`src/include/rtrs_pkg.sv`:
```
package rtrs_pkg;
  // ------------------------------------------------------------
  // register offsets
  // ------------------------------------------------------------
  localparam logic [5:0] ADDR_CTRL = 6'h03;
  localparam logic [5:0] ADDR_ANA  = 6'h20;
  localparam logic [5:0] ADDR_RSSI = 6'h22;
  localparam logic [5:0] ADDR_PA   = 6'h23;
  localparam logic [5:0] ADDR_CRY  = 6'h24;
  localparam logic [5:0] ADDR_CAL  = 6'h26;
  localparam logic [5:0] ADDR_PWR  = 6'h2E;
  localparam logic [5:0] ADDR_CAR  = 6'h2F;
  localparam logic [5:0] ADDR_CKOV = 6'h32;
  localparam logic [5:0] ADDR_CKEN = 6'h33;
  // ------------------------------------------------------------
  // field positions and reset values
  // ------------------------------------------------------------
  localparam int         BIT_RX_MODE  = 7;
  localparam int         BIT_WR_GATE  = 6;
  localparam int         BIT_CLK_DIS  = 6;
  localparam int         BIT_PWR_SAVE = 7;
  localparam int         BIT_CAR_OVR  = 7;
  localparam int         BIT_VALID    = 5;
  localparam int         SPI_DIR_BIT  = 7;
  localparam logic [7:0] REG_RST_VAL  = 8'h00;
  localparam logic [4:0] SPI_ADDR_END = 5'h08;
  localparam logic [4:0] SPI_DATA_END = 5'h10;
  // ------------------------------------------------------------
  // oscillator slope decode
  // ------------------------------------------------------------
  localparam logic [1:0] SLOPE_WIDE   = 2'h3;
  localparam logic [1:0] SLOPE_NARROW = 2'h2;
  localparam logic [2:0] ADJ_WIDE_DN  = 3'h5;
  localparam logic [2:0] ADJ_WIDE_UP  = 3'h5;
  localparam logic [2:0] ADJ_NARR_DN  = 3'h2;
  localparam logic [2:0] ADJ_NARR_UP  = 3'h3;

  typedef struct packed {
    logic       wr_stb;
    logic [5:0] addr;
    logic [7:0] wdata;
  } rtrs_req_t;

  typedef struct packed {
    logic       valid;
    logic [4:0] level;
  } rtrs_rssi_t;
endpackage

```
`src/hdl/rtrs_rssi_cap.sv`:
```
`timescale 1ns/1ps
module rtrs_rssi_cap
  import rtrs_pkg::*;
(
  input  wire logic       mclk_i,
  input  wire logic       sys_rst_i,
  input  wire logic       rx_mode_i,
  input  wire logic       sample_i,
  input  wire logic [4:0] level_i,
  output rtrs_rssi_t      rssi_o
);
  typedef struct packed {
    logic       rx_prev;
    logic       armed;
    rtrs_rssi_t rssi;
  } rtrs_cap_st_t;

  rtrs_cap_st_t st_ff, nxt_st;

  always_comb begin
    nxt_st         = st_ff;
    nxt_st.rx_prev = rx_mode_i;
    if (rx_mode_i && !st_ff.rx_prev) begin
      // a fresh receive entry invalidates the old reading until a new one lands
      nxt_st.armed      = 1'b1;
      nxt_st.rssi.valid = 1'b0;
    end else if (!rx_mode_i) begin
      nxt_st.armed = 1'b0;
    end else if (st_ff.armed && sample_i) begin
      nxt_st.armed      = 1'b0;
      nxt_st.rssi.level = level_i;
      nxt_st.rssi.valid = 1'b1;
    end
  end

  always_ff @(posedge mclk_i or posedge sys_rst_i) begin
    if (sys_rst_i) begin
      st_ff <= '0;
    end else begin
      st_ff <= nxt_st;
    end
  end

  assign rssi_o = st_ff.rssi;
endmodule

```
`src/hdl/rtrs_spi_slave.sv`:
```
`timescale 1ns/1ps
// byte 0: bit 7 write flag, bits 5:0 address; byte 1: data, mode 0, msb first
module rtrs_spi_slave
  import rtrs_pkg::*;
(
  input  wire logic       mclk_i,
  input  wire logic       sys_rst_i,
  input  wire logic       spi_sck_i,
  input  wire logic       spi_ss_n_i,
  input  wire logic       spi_mosi_i,
  input  wire logic [7:0] rd_data_i,
  output rtrs_req_t       req_o,
  output logic            spi_miso_o,
  output logic            spi_miso_oe_o
);
  typedef struct packed {
    logic       sck_m, sck_s, sck_p;
    logic       ss_m, ss_s;
    logic       mosi_m, mosi_s;
    logic [4:0] cnt;
    logic [7:0] shin, shout;
    logic       load;
    rtrs_req_t  req;
  } rtrs_spi_st_t;

  rtrs_spi_st_t st_ff, nxt_st;
  logic [7:0]   rx_byte;
  logic         dir_ff, nxt_dir;

  always_comb begin
    nxt_st            = st_ff;
    nxt_st.sck_m      = spi_sck_i;
    nxt_st.sck_s      = st_ff.sck_m;
    nxt_st.sck_p      = st_ff.sck_s;
    nxt_st.ss_m       = spi_ss_n_i;
    nxt_st.ss_s       = st_ff.ss_m;
    nxt_st.mosi_m     = spi_mosi_i;
    nxt_st.mosi_s     = st_ff.mosi_m;
    nxt_st.req.wr_stb = 1'b0;
    nxt_st.load       = 1'b0;
    rx_byte           = {st_ff.shin[6:0], st_ff.mosi_s};
    if (st_ff.load) begin
      nxt_st.shout = rd_data_i;
    end
    if (st_ff.ss_s) begin
      nxt_st.cnt = 5'h00;
    end else if (st_ff.sck_s && !st_ff.sck_p && st_ff.cnt != SPI_DATA_END) begin
      nxt_st.shin = rx_byte;
      nxt_st.cnt  = st_ff.cnt + 5'h01;
      if (nxt_st.cnt == SPI_ADDR_END) begin
        nxt_st.req.addr = rx_byte[5:0];
        nxt_st.shin     = {rx_byte[SPI_DIR_BIT], 7'h00};
        nxt_st.load     = 1'b1;
      end else if (nxt_st.cnt == SPI_DATA_END) begin
        nxt_st.req.wdata  = rx_byte;
        nxt_st.req.wr_stb = dir_ff;
      end
    end else if (!st_ff.sck_s && st_ff.sck_p && st_ff.cnt > SPI_ADDR_END) begin
      nxt_st.shout = {st_ff.shout[6:0], 1'b0};
    end
  end

  // write flag kept apart so the data byte can reuse the input shifter
  assign nxt_dir = (!st_ff.ss_s && st_ff.sck_s && !st_ff.sck_p
                    && st_ff.cnt == SPI_ADDR_END - 5'h01) ? rx_byte[SPI_DIR_BIT] : dir_ff;

  always_ff @(posedge mclk_i or posedge sys_rst_i) begin
    if (sys_rst_i) begin
      st_ff  <= '{sck_m: 1'b0, sck_s: 1'b0, sck_p: 1'b0, ss_m: 1'b1, ss_s: 1'b1,
                 default: '0};
      dir_ff <= 1'b0;
    end else begin
      st_ff  <= nxt_st;
      dir_ff <= nxt_dir;
    end
  end

  assign req_o         = st_ff.req;
  assign spi_miso_o    = st_ff.shout[7];
  assign spi_miso_oe_o = !st_ff.ss_s;
endmodule

```
`src/hdl/rtrs_top.sv`:
```
`timescale 1ns/1ps
module rtrs_top
  import rtrs_pkg::*;
(
  input  wire logic       mclk_i,
  input  wire logic       sys_rst_i,
  input  wire logic       spi_sck_i,
  input  wire logic       spi_ss_n_i,
  input  wire logic       spi_mosi_i,
  output logic            spi_miso_o,
  output logic            spi_miso_oe_o,
  input  wire logic       rssi_sample_i,
  input  wire logic [4:0] rssi_level_i,
  output logic            rx_mode_o,
  output logic [2:0]      transmit_gain_code_o,
  output logic [5:0]      crystal_trim_o,
  output logic            buffered_clock_output_pin_oe_o,
  output logic [1:0]      oscillator_slope_select_o,
  output logic [2:0]      slope_adj_down_o,
  output logic [2:0]      slope_adj_up_o,
  output logic            power_save_o,
  output logic            carrier_override_o,
  output logic [7:0]      clock_override_o,
  output logic [7:0]      clock_enable_o
);
  // ------------------------------------------------------------
  // state
  // ------------------------------------------------------------
  typedef struct packed {
    logic       rx_mode;
    logic       wr_gate;
    logic [2:0] gain;
    logic       clk_dis;
    logic [5:0] trim;
    logic [1:0] slope;
    logic       pwr_save;
    logic       car_ovr;
    logic [7:0] clk_ovr;
    logic [7:0] clk_en;
    logic [2:0] adj_dn;
    logic [2:0] adj_up;
  } rtrs_regs_t;

  rtrs_regs_t regs_ff, nxt_regs;
  rtrs_req_t  req;
  rtrs_rssi_t rssi;
  logic [7:0] rd_data;

  // ------------------------------------------------------------
  // serial access and strength capture
  // ------------------------------------------------------------
  rtrs_spi_slave u_spi (
    .mclk_i        (mclk_i),
    .sys_rst_i     (sys_rst_i),
    .spi_sck_i     (spi_sck_i),
    .spi_ss_n_i    (spi_ss_n_i),
    .spi_mosi_i    (spi_mosi_i),
    .rd_data_i     (rd_data),
    .req_o         (req),
    .spi_miso_o    (spi_miso_o),
    .spi_miso_oe_o (spi_miso_oe_o)
  );

  rtrs_rssi_cap u_rssi (
    .mclk_i    (mclk_i),
    .sys_rst_i (sys_rst_i),
    .rx_mode_i (regs_ff.rx_mode),
    .sample_i  (rssi_sample_i),
    .level_i   (rssi_level_i),
    .rssi_o    (rssi)
  );

  // ------------------------------------------------------------
  // register writes
  // ------------------------------------------------------------
  always_comb begin
    nxt_regs = regs_ff;
    if (req.wr_stb) begin
      case (req.addr)
        ADDR_CTRL: begin
          nxt_regs.rx_mode = req.wdata[BIT_RX_MODE];
        end
        ADDR_ANA: begin
          nxt_regs.wr_gate = req.wdata[BIT_WR_GATE];
        end
        ADDR_PA: begin
          nxt_regs.gain = req.wdata[2:0];
        end
        ADDR_CRY: begin
          nxt_regs.clk_dis = req.wdata[BIT_CLK_DIS];
          nxt_regs.trim    = req.wdata[5:0];
        end
        ADDR_CAL: begin
          nxt_regs.slope = req.wdata[7:6];
        end
        ADDR_PWR: begin
          // closed gate drops the write silently; the bus has no error path
          if (regs_ff.wr_gate) begin
            nxt_regs.pwr_save = req.wdata[BIT_PWR_SAVE];
          end
        end
        ADDR_CAR: begin
          if (regs_ff.wr_gate) begin
            nxt_regs.car_ovr = req.wdata[BIT_CAR_OVR];
          end
        end
        ADDR_CKOV: begin
          nxt_regs.clk_ovr = req.wdata;
        end
        ADDR_CKEN: begin
          nxt_regs.clk_en = req.wdata;
        end
        default: begin
          nxt_regs = regs_ff;
        end
      endcase
    end
    // code 01 is reserved and treated as no adjust
    case (nxt_regs.slope)
      SLOPE_WIDE: begin
        nxt_regs.adj_dn = ADJ_WIDE_DN;
        nxt_regs.adj_up = ADJ_WIDE_UP;
      end
      SLOPE_NARROW: begin
        nxt_regs.adj_dn = ADJ_NARR_DN;
        nxt_regs.adj_up = ADJ_NARR_UP;
      end
      default: begin
        nxt_regs.adj_dn = 3'h0;
        nxt_regs.adj_up = 3'h0;
      end
    endcase
  end

  // all fields reset to zero, which leaves the clock output driven
  always_ff @(posedge mclk_i or posedge sys_rst_i) begin
    if (sys_rst_i) begin
      regs_ff <= '0;
    end else begin
      regs_ff <= nxt_regs;
    end
  end

  // ------------------------------------------------------------
  // read mux
  // ------------------------------------------------------------
  always_comb begin
    rd_data = REG_RST_VAL;
    case (req.addr)
      ADDR_CTRL: rd_data[BIT_RX_MODE] = regs_ff.rx_mode;
      ADDR_ANA:  rd_data[BIT_WR_GATE] = regs_ff.wr_gate;
      ADDR_RSSI: rd_data[5:0]         = {rssi.valid, rssi.level};
      ADDR_PA:   rd_data[2:0]         = regs_ff.gain;
      ADDR_CRY:  rd_data[6:0]         = {regs_ff.clk_dis, regs_ff.trim};
      // slope field reads back as zero: it is write-only
      ADDR_CAL:  rd_data              = REG_RST_VAL;
      ADDR_PWR:  rd_data[BIT_PWR_SAVE] = regs_ff.pwr_save;
      ADDR_CAR:  rd_data[BIT_CAR_OVR]  = regs_ff.car_ovr;
      ADDR_CKOV: rd_data              = regs_ff.clk_ovr;
      ADDR_CKEN: rd_data              = regs_ff.clk_en;
      default:   rd_data              = REG_RST_VAL;
    endcase
  end

  // ------------------------------------------------------------
  // outputs
  // ------------------------------------------------------------
  assign rx_mode_o                      = regs_ff.rx_mode;
  assign transmit_gain_code_o           = regs_ff.gain;
  assign crystal_trim_o                 = regs_ff.trim;
  assign buffered_clock_output_pin_oe_o = !regs_ff.clk_dis;
  assign oscillator_slope_select_o      = regs_ff.slope;
  assign slope_adj_down_o               = regs_ff.adj_dn;
  assign slope_adj_up_o                 = regs_ff.adj_up;
  assign power_save_o                   = regs_ff.pwr_save;
  assign carrier_override_o             = regs_ff.car_ovr;
  assign clock_override_o               = regs_ff.clk_ovr;
  assign clock_enable_o                 = regs_ff.clk_en;

  function automatic logic wr_to(input rtrs_req_t r, input logic [5:0] a);
    wr_to = r.wr_stb && r.addr == a;
  endfunction
endmodule

```
`config.mk`:
```
export PLATFORM = sky130hd
export DESIGN_NAME = rtrs_top
export DESIGN_NICKNAME = d
export VERILOG_FILES = /design/src/include/rtrs_pkg.sv /design/src/hdl/rtrs_rssi_cap.sv /design/src/hdl/rtrs_spi_slave.sv /design/src/hdl/rtrs_top.sv
export SDC_FILE = /design/constraint.sdc
export NUM_CORES = 1
export LEC_CHECK = 0
export BUFFER_PORTS_ARGS = -buffer_cell sky130_fd_sc_hd__buf_2
export CORE_MARGIN = 2
export CORE_UTILIZATION = 43
export CTS_CLUSTER_SIZE = 12
export DETAILED_ROUTE_END_ITERATION = 6
export PLACE_DENSITY = 0.73
export SYNTH_ARGS = -nofsm -noshare
export SYNTH_HDL_FRONTEND = slang
export SYNTH_SLANG_ARGS = --single-unit
export TNS_END_PERCENT = 10
```
`constraint.sdc`:
```
create_clock -name mclk_i -period 8.15 [get_ports mclk_i]
set_clock_uncertainty 0.05 [all_clocks]
set_input_delay 1.63 -clock mclk_i [delete_from_list [all_inputs] [get_ports mclk_i]]
set_output_delay 1.63 -clock mclk_i [all_outputs]
set_load 0.02 [all_outputs]
```
=== Word level (Yosys, flattened, before mapping) ===
Index checks and enable logic that the tools add are counted.

* $add $sub $neg: 1
* $mul: 0
* Div/mod/pow operators: 0
* Magnitude comparators: 1
* Equality and inequality tests: 17
* Shift operators: 0
* Muxes and demuxes: 31
* Bitwise logic cells: 3
* Reduce and logical (&&, ||, !) cells: 30

{| class="wikitable"
|+ Operators with widths
! operator !! number
|-
| two-way mux 8 bit || 7
|-
| equality test 6 bit (second input constant) || 9
|-
| two-way mux 26 bit || 1
|-
| two-way mux 24 bit || 1
|-
| two-way mux 16 bit || 1
|-
| AND reduction 2 bit || 8
|-
| case mux 3 bit (5 select lines) || 1
|-
| two-way mux 7 bit || 2
|-
| two-way mux 13 bit || 1
|-
| two-way mux 6 bit || 2
|-
| case mux 3 bit (4 select lines) || 1
|-
| case mux 6 bit (2 select lines) || 1
|-
| AND reduction 3 bit || 4
|-
| logical AND 1 bit || 9
|-
| two-way mux 1 bit || 8
|-
| equality test 6 x 2 -> 1 bit (second input constant) || 1
|-
| nonzero test 2 bit || 3
|-
| adder 5 x 1 -> 5 bit (second input constant) || 1
|-
| equality test 5 x 3 -> 1 bit (second input constant) || 1
|-
| equality test 5 x 4 -> 1 bit (second input constant) || 1
|-
| equality test 5 bit (second input constant) || 1
|-
| greater-than comparator 5 x 4 -> 1 bit (second input constant) || 1
|-
| logical NOT 1 bit || 5
|-
| two-way mux 5 bit || 1
|-
| other kinds (8) || 12
|}

* Register bits after elaboration: 91
* Bits in latches: 0
* Bits in writable memories: 0
* Bits in read-only memories: 0
* Input bits: 11
* Memories kept: 0

=== Longest topological paths before layout ===
* Depth in word-level cells: 6
* Mapped depth: 7
* Depth with buffers taken out: 6

=== Hierarchy ===
A second synthesis with hierarchy kept.

* Cells, all modules: 364
* Area, all modules: 4,415.5 µm²

{| class="wikitable"
|+ By module, submodules not included
! module !! times used !! cells each !! area each (µm²) !! seq. area each (µm²)
|-
| rtrs_spi_slave || 1 || 165 || 2,042.0 || 1,103.6
|-
| rtrs_top || 1 || 173 || 2,018.2 || 875.8
|-
| rtrs_rssi_cap || 1 || 26 || 355.3 || 200.2
|}

=== Worst setup path after synthesis ===
No wires, ideal clock.

* Path kind: register -> output
* Start: register u_spi.st_ff[39] (netlist bit)
* End: output spi_miso_oe_o
* Arrival time: 0.681 ns
* Data required time: 6.470 ns
* Setup slack: 5.789 ns
* Cell stages (with the launch flop): 2
* Cell sequence: dfstp_2 > inv_1

* Word-level cells in the longest chain between the ends: 1

{| class="wikitable"
|+ Ends and longest elaborated chain
! element !! RTL line !! RTL
|-
| start: declaration || rtrs_spi_slave.sv:26 || <nowiki>rtrs_spi_st_t st_ff, nxt_st;</nowiki>
|-
| start signal: assignment || rtrs_spi_slave.sv:69 || <nowiki>st_ff <= '{sck_m: 1'b0, sck_s: 1'b0, sck_p: 1'b0, ss_m: 1'b1, ss_s: 1'b1,</nowiki>
|-
| start signal: assignment || rtrs_spi_slave.sv:73 || <nowiki>st_ff <= nxt_st;</nowiki>
|-
| logical NOT 1 bit || rtrs_spi_slave.sv:80 || <nowiki>assign spi_miso_oe_o = !st_ff.ss_s;</nowiki>
|-
| end: declaration || rtrs_top.sv:11 || <nowiki>output logic spi_miso_oe_o,</nowiki>
|}

Every way passes these cells.

=== Worst setup path in the final report ===
Same ends and word-level chain as after synthesis.

==> impl_metrics.csv <==
group,metric,value,unit
power,p_per_area,177,nW/um2
synth,synth_top_area_share,51.0,%
floorplan,fp.dieW,102,um
sta,slew_headroom,22.7,%
synth,yosysWarnings,0,
global_route,antenna_found_initial,0,
placement,place.detailed.instances,482,
power,combPwrFrac,3.3,%
synth,ys_seq_elements,87,
synth,synth_cell_type_count,55,
sta,max_freq,0.348,GHz
sta,worstMarginPinSlew,1.14,ns
worst_setup_path,endpoint_kind,"primary output",
global_route,grt_pass1_wl,13500,um
worst_setup_path,critPathLaunchType,"flip-flop",
clock_network,max-clock-path-buffers,2,
floorplan,pin_count,50,
worst_setup_path,crit_chain,"inv_1, buf_2",
min_path,hold_path.startpoint,"u_spi.nxt_st[42]",
clock_network,ctsResizeCount,0,
worst_setup_path,r2r_end,"u_spi.req_o[13]",
finish,multiInputGateArea,1600,um2
route,final_antenna_net_count,0,
sta,maxSlewViolCount,0,
floorplan,initial_utilization,44.7,%
route,totalWireLength,8200,um
worst_setup_path,cpMaxStageDelayCell,"dfstp_2",
worst_setup_path,reg2regPathDepth,6,
sta,final.setup.tns,0,ns
synth,async_flop_share,100,%
placement,place_hpwl,5760,um
synth,synth_nets,366,
finish,fin_nets,378,
synth,yosysSeqAreaShare,52.3,%
clock_network,cts_setup_buffers,0,
worst_setup_path,r2r-start,"u_spi.st_ff[32]",
route,dr.pass1.iters,4,
clock_network,cts_tree,"yes",
worst_setup_path,cp.arrival,1.19,ns
worst_setup_path,cp_max_fo,7,
sta,final.min_clock_period,2.87,ns
worst_setup_path,required,6.47,ns
clock_network,ctsHoldBuffers,0,
worst_setup_path,slowest_delay,0.59,ns
placement,io_buffers,49,
route,first_iter_violations,98,
status,status,"completed",
finish,layout.cells.non_filler,496,
synth,syn_avg_cell_area,11.8,um2
power,power_leakage,2.10,nW
power,p_seq_share,57.2,%
floorplan,die_h,102,um
clock_network,htree_num_levels,3,
clock_network,insertion_delay,0.35,ns
min_path,min_path_cells,0,
sta,period_share,35.2,%
power,netSwitchingPower,0.168,mW
power,peakVddDrop,0.0720,mV
clock_network,cts-root-buf,"clkbuf_8",
synth,synth_edf_count,0,
sta,finalHoldViolations,0,
synth,ys.flop_type,"dfrtp_1",
finish,syn_to_final_growth,7.08,%
min_path,min_path_type,"flip-flop to flip-flop",
sta,rsz0062_at_grt,"no",
route,wl_per_cell,16.5,um
run,max_cap_violations,0,
power,clkPwrFrac,39.5,%
floorplan,die_area,10500,um2
finish,fill_cells,845,
global_route,grt_pass1_vias,2695,
clock_network,clkTransAtPathRegs,0.07,ns
synth,synthesis.area,4170,um2
synth,synth_top_cell_by_area,"dfrtp_1",
finish,regArea,2180,um2
power,sw_frac_of_total,21.3,%
finish,drive_gt1_share,33.5,%
clock_network,clkSinkCount,87,
route,viasPerCell,5.38,
global_route,grt_usage,17.0,%
synth,synth.area.top_cells,"dfrtp_1 51%, mux2_2 14%, buf_4 6.3%",
route,drc_errors,0,
route,vias,2670,
global_route,overflow,0,
placement,gp_congestion,0.830,
finish,n_antenna_cell,0,
clock_network,cts_made_buffers,9,
worst_setup_path,r2r_slack,5.36,ns
floorplan,rows,35,
global_route,grt_start_max_net_pins,88,
floorplan,fp.coreArea,9330,um2
synth,syn_inst,352,
min_path,whs_endpoint,"u_spi.nxt_st[41]",
power,p_int,0.621,mW
sta,setup-violations-final,0,
worst_setup_path,critPathKind,"flip-flop to primary output",
## state kept, by name, indices dropped and copies added (netlist names), 2 cells and up
name and cells:
u_spi.req_o 15, u_spi.st_ff 15, clock_enable_o 8, clock_override_o 8, u_spi.rx_byte 8, crystal_trim_o 6, u_rssi.rssi_o 6, u_spi.nxt_st 4
transmit_gain_code_o 3, oscillator_slope_select_o 2, regs_ff 2, slope_adj_up_o 2, u_rssi.st_ff 2
## placed cells by master, fill, tap and decap left out, types with 4 or more instances in the layout
cell,count
nand3_1,10
buf_2,49
nor2_1,16
a2111oi_0,4
inv_1,18
mux2_2,52
clkbuf_8,9
nand2b_1,7
nor3_1,13
nand2_1,11
nand4bb_1,4
dfrtp_1,85
a22o_1,7
mux2i_1,6
o221ai_1,4
## cell usage after synthesis (2+ instances only)
| library cell | number |
|---|---|
| o22ai_1 | 3 |
| and2_1 | 3 |
| nor2_1 | 16 |
| o2bb2ai_1 | 3 |
| a221o_1 | 2 |
| a22o_1 | 7 |
| nor3_1 | 13 |
| xor2_1 | 3 |
| or4_1 | 2 |
| buf_1 | 3 |
| nand4_1 | 3 |
| clkbuf_1 | 7 |
| a211oi_1 | 2 |
| buf_2 | 4 |
| a21oi_1 | 3 |
| nand4bb_1 | 4 |
| buf_4 | 35 |
| xnor2_1 | 3 |
| a31oi_1 | 3 |
| nand3_1 | 10 |
| ha_1 | 3 |
| mux2_2 | 52 |
| a2111oi_0 | 4 |
| mux2i_1 | 6 |
| nor2b_1 | 3 |
| dfrtp_1 | 85 |
| inv_1 | 19 |
| o31ai_1 | 2 |
| o221ai_1 | 4 |
| nand2b_1 | 7 |
| nand2_1 | 11 |
| dfstp_2 | 2 |
| nor3b_1 | 3 |
## layer usage
| layer | vias up | global-route usage [%] | wire [um] |
|---|---|---|---|
| met5 | - | 0 | 0 |
| met4 | 0 | 5.03 | 129 |
| met3 | 9 | 5.61 | 363 |
| met2 | 64 | 26.4 | 4020 |
| met1 | 1347 | 22.9 | 3690 |
| li1 | 1250 | - | - |
## how the worst max path moves through the flow
stage / from / end / cells past startpoint
floorplan: sys_rst_i / carrier_override_o / 1
global placement: sys_rst_i / crystal_trim_o[4] / 3
detailed placement: sys_rst_i / clock_enable_o[3] / 3
CTS: u_spi.st_ff[39] / spi_miso_oe_o / 2
global route: u_spi.st_ff[32] / u_spi.req_o[13] / 6
finish: u_spi.st_ff[39] / spi_miso_oe_o / 2
## critical path: cells and delay by family, from the launching register on
family | cells | cell delay, ns
buffers and inverters | 2 | 0.26
DFF | 1 | 0.59
## stage by stage
stage	cell area, um2	total power, mW	hold WS (ns)	setup WS [ns]	utilization, %
floorplan	4170	0.476	0.281	4.22	-
global placement	4260	0.485	0.282	5.41	45.7
detailed placement	4260	0.486	0.289	5.36	45.7
CTS	4460	0.799	0.306	5.26	47.8
global route	4460	0.821	0.317	5.07	47.8
finish	4460	0.789	0.303	5.28	47.8
## power groups by stage
stage,clock (mW),sequential (mW),combinational (mW)
2_1_floorplan,0,0.456,0.0193
3_3_place_gp,0,0.460,0.0257
3_5_place_dp,0,0.460,0.0265
4_1_cts,0.321,0.451,0.0266
5_1_grt,0.337,0.453,0.0301
6_report,0.312,0.451,0.0257
## cells by family after synthesis
| family | count (synthesis) | share of synthesized area, % |
|---|---|---|
| muxes | 59 | 15.8 |
| DFF | 87 | 52.3 |
| and+or+nand+nor | 86 | 12.2 |
| adders and majority gates | 3 | 0.901 |
| buffers and inverters | 68 | 9.40 |
| AOI/OAI and AO/OA | 43 | 8.20 |
| xor gates and xnor gates | 6 | 1.26 |
## area by class of cell
type,count,area share [%]
sequential,87,48.8
tap,129,3.62
multi-input combinational,197,35.8
timing repair buffer,50,5.66
clock buffer,10,2.86
clock inverter,4,1.63
inverter,19,1.63
Power figures use the tool's default switching activity.
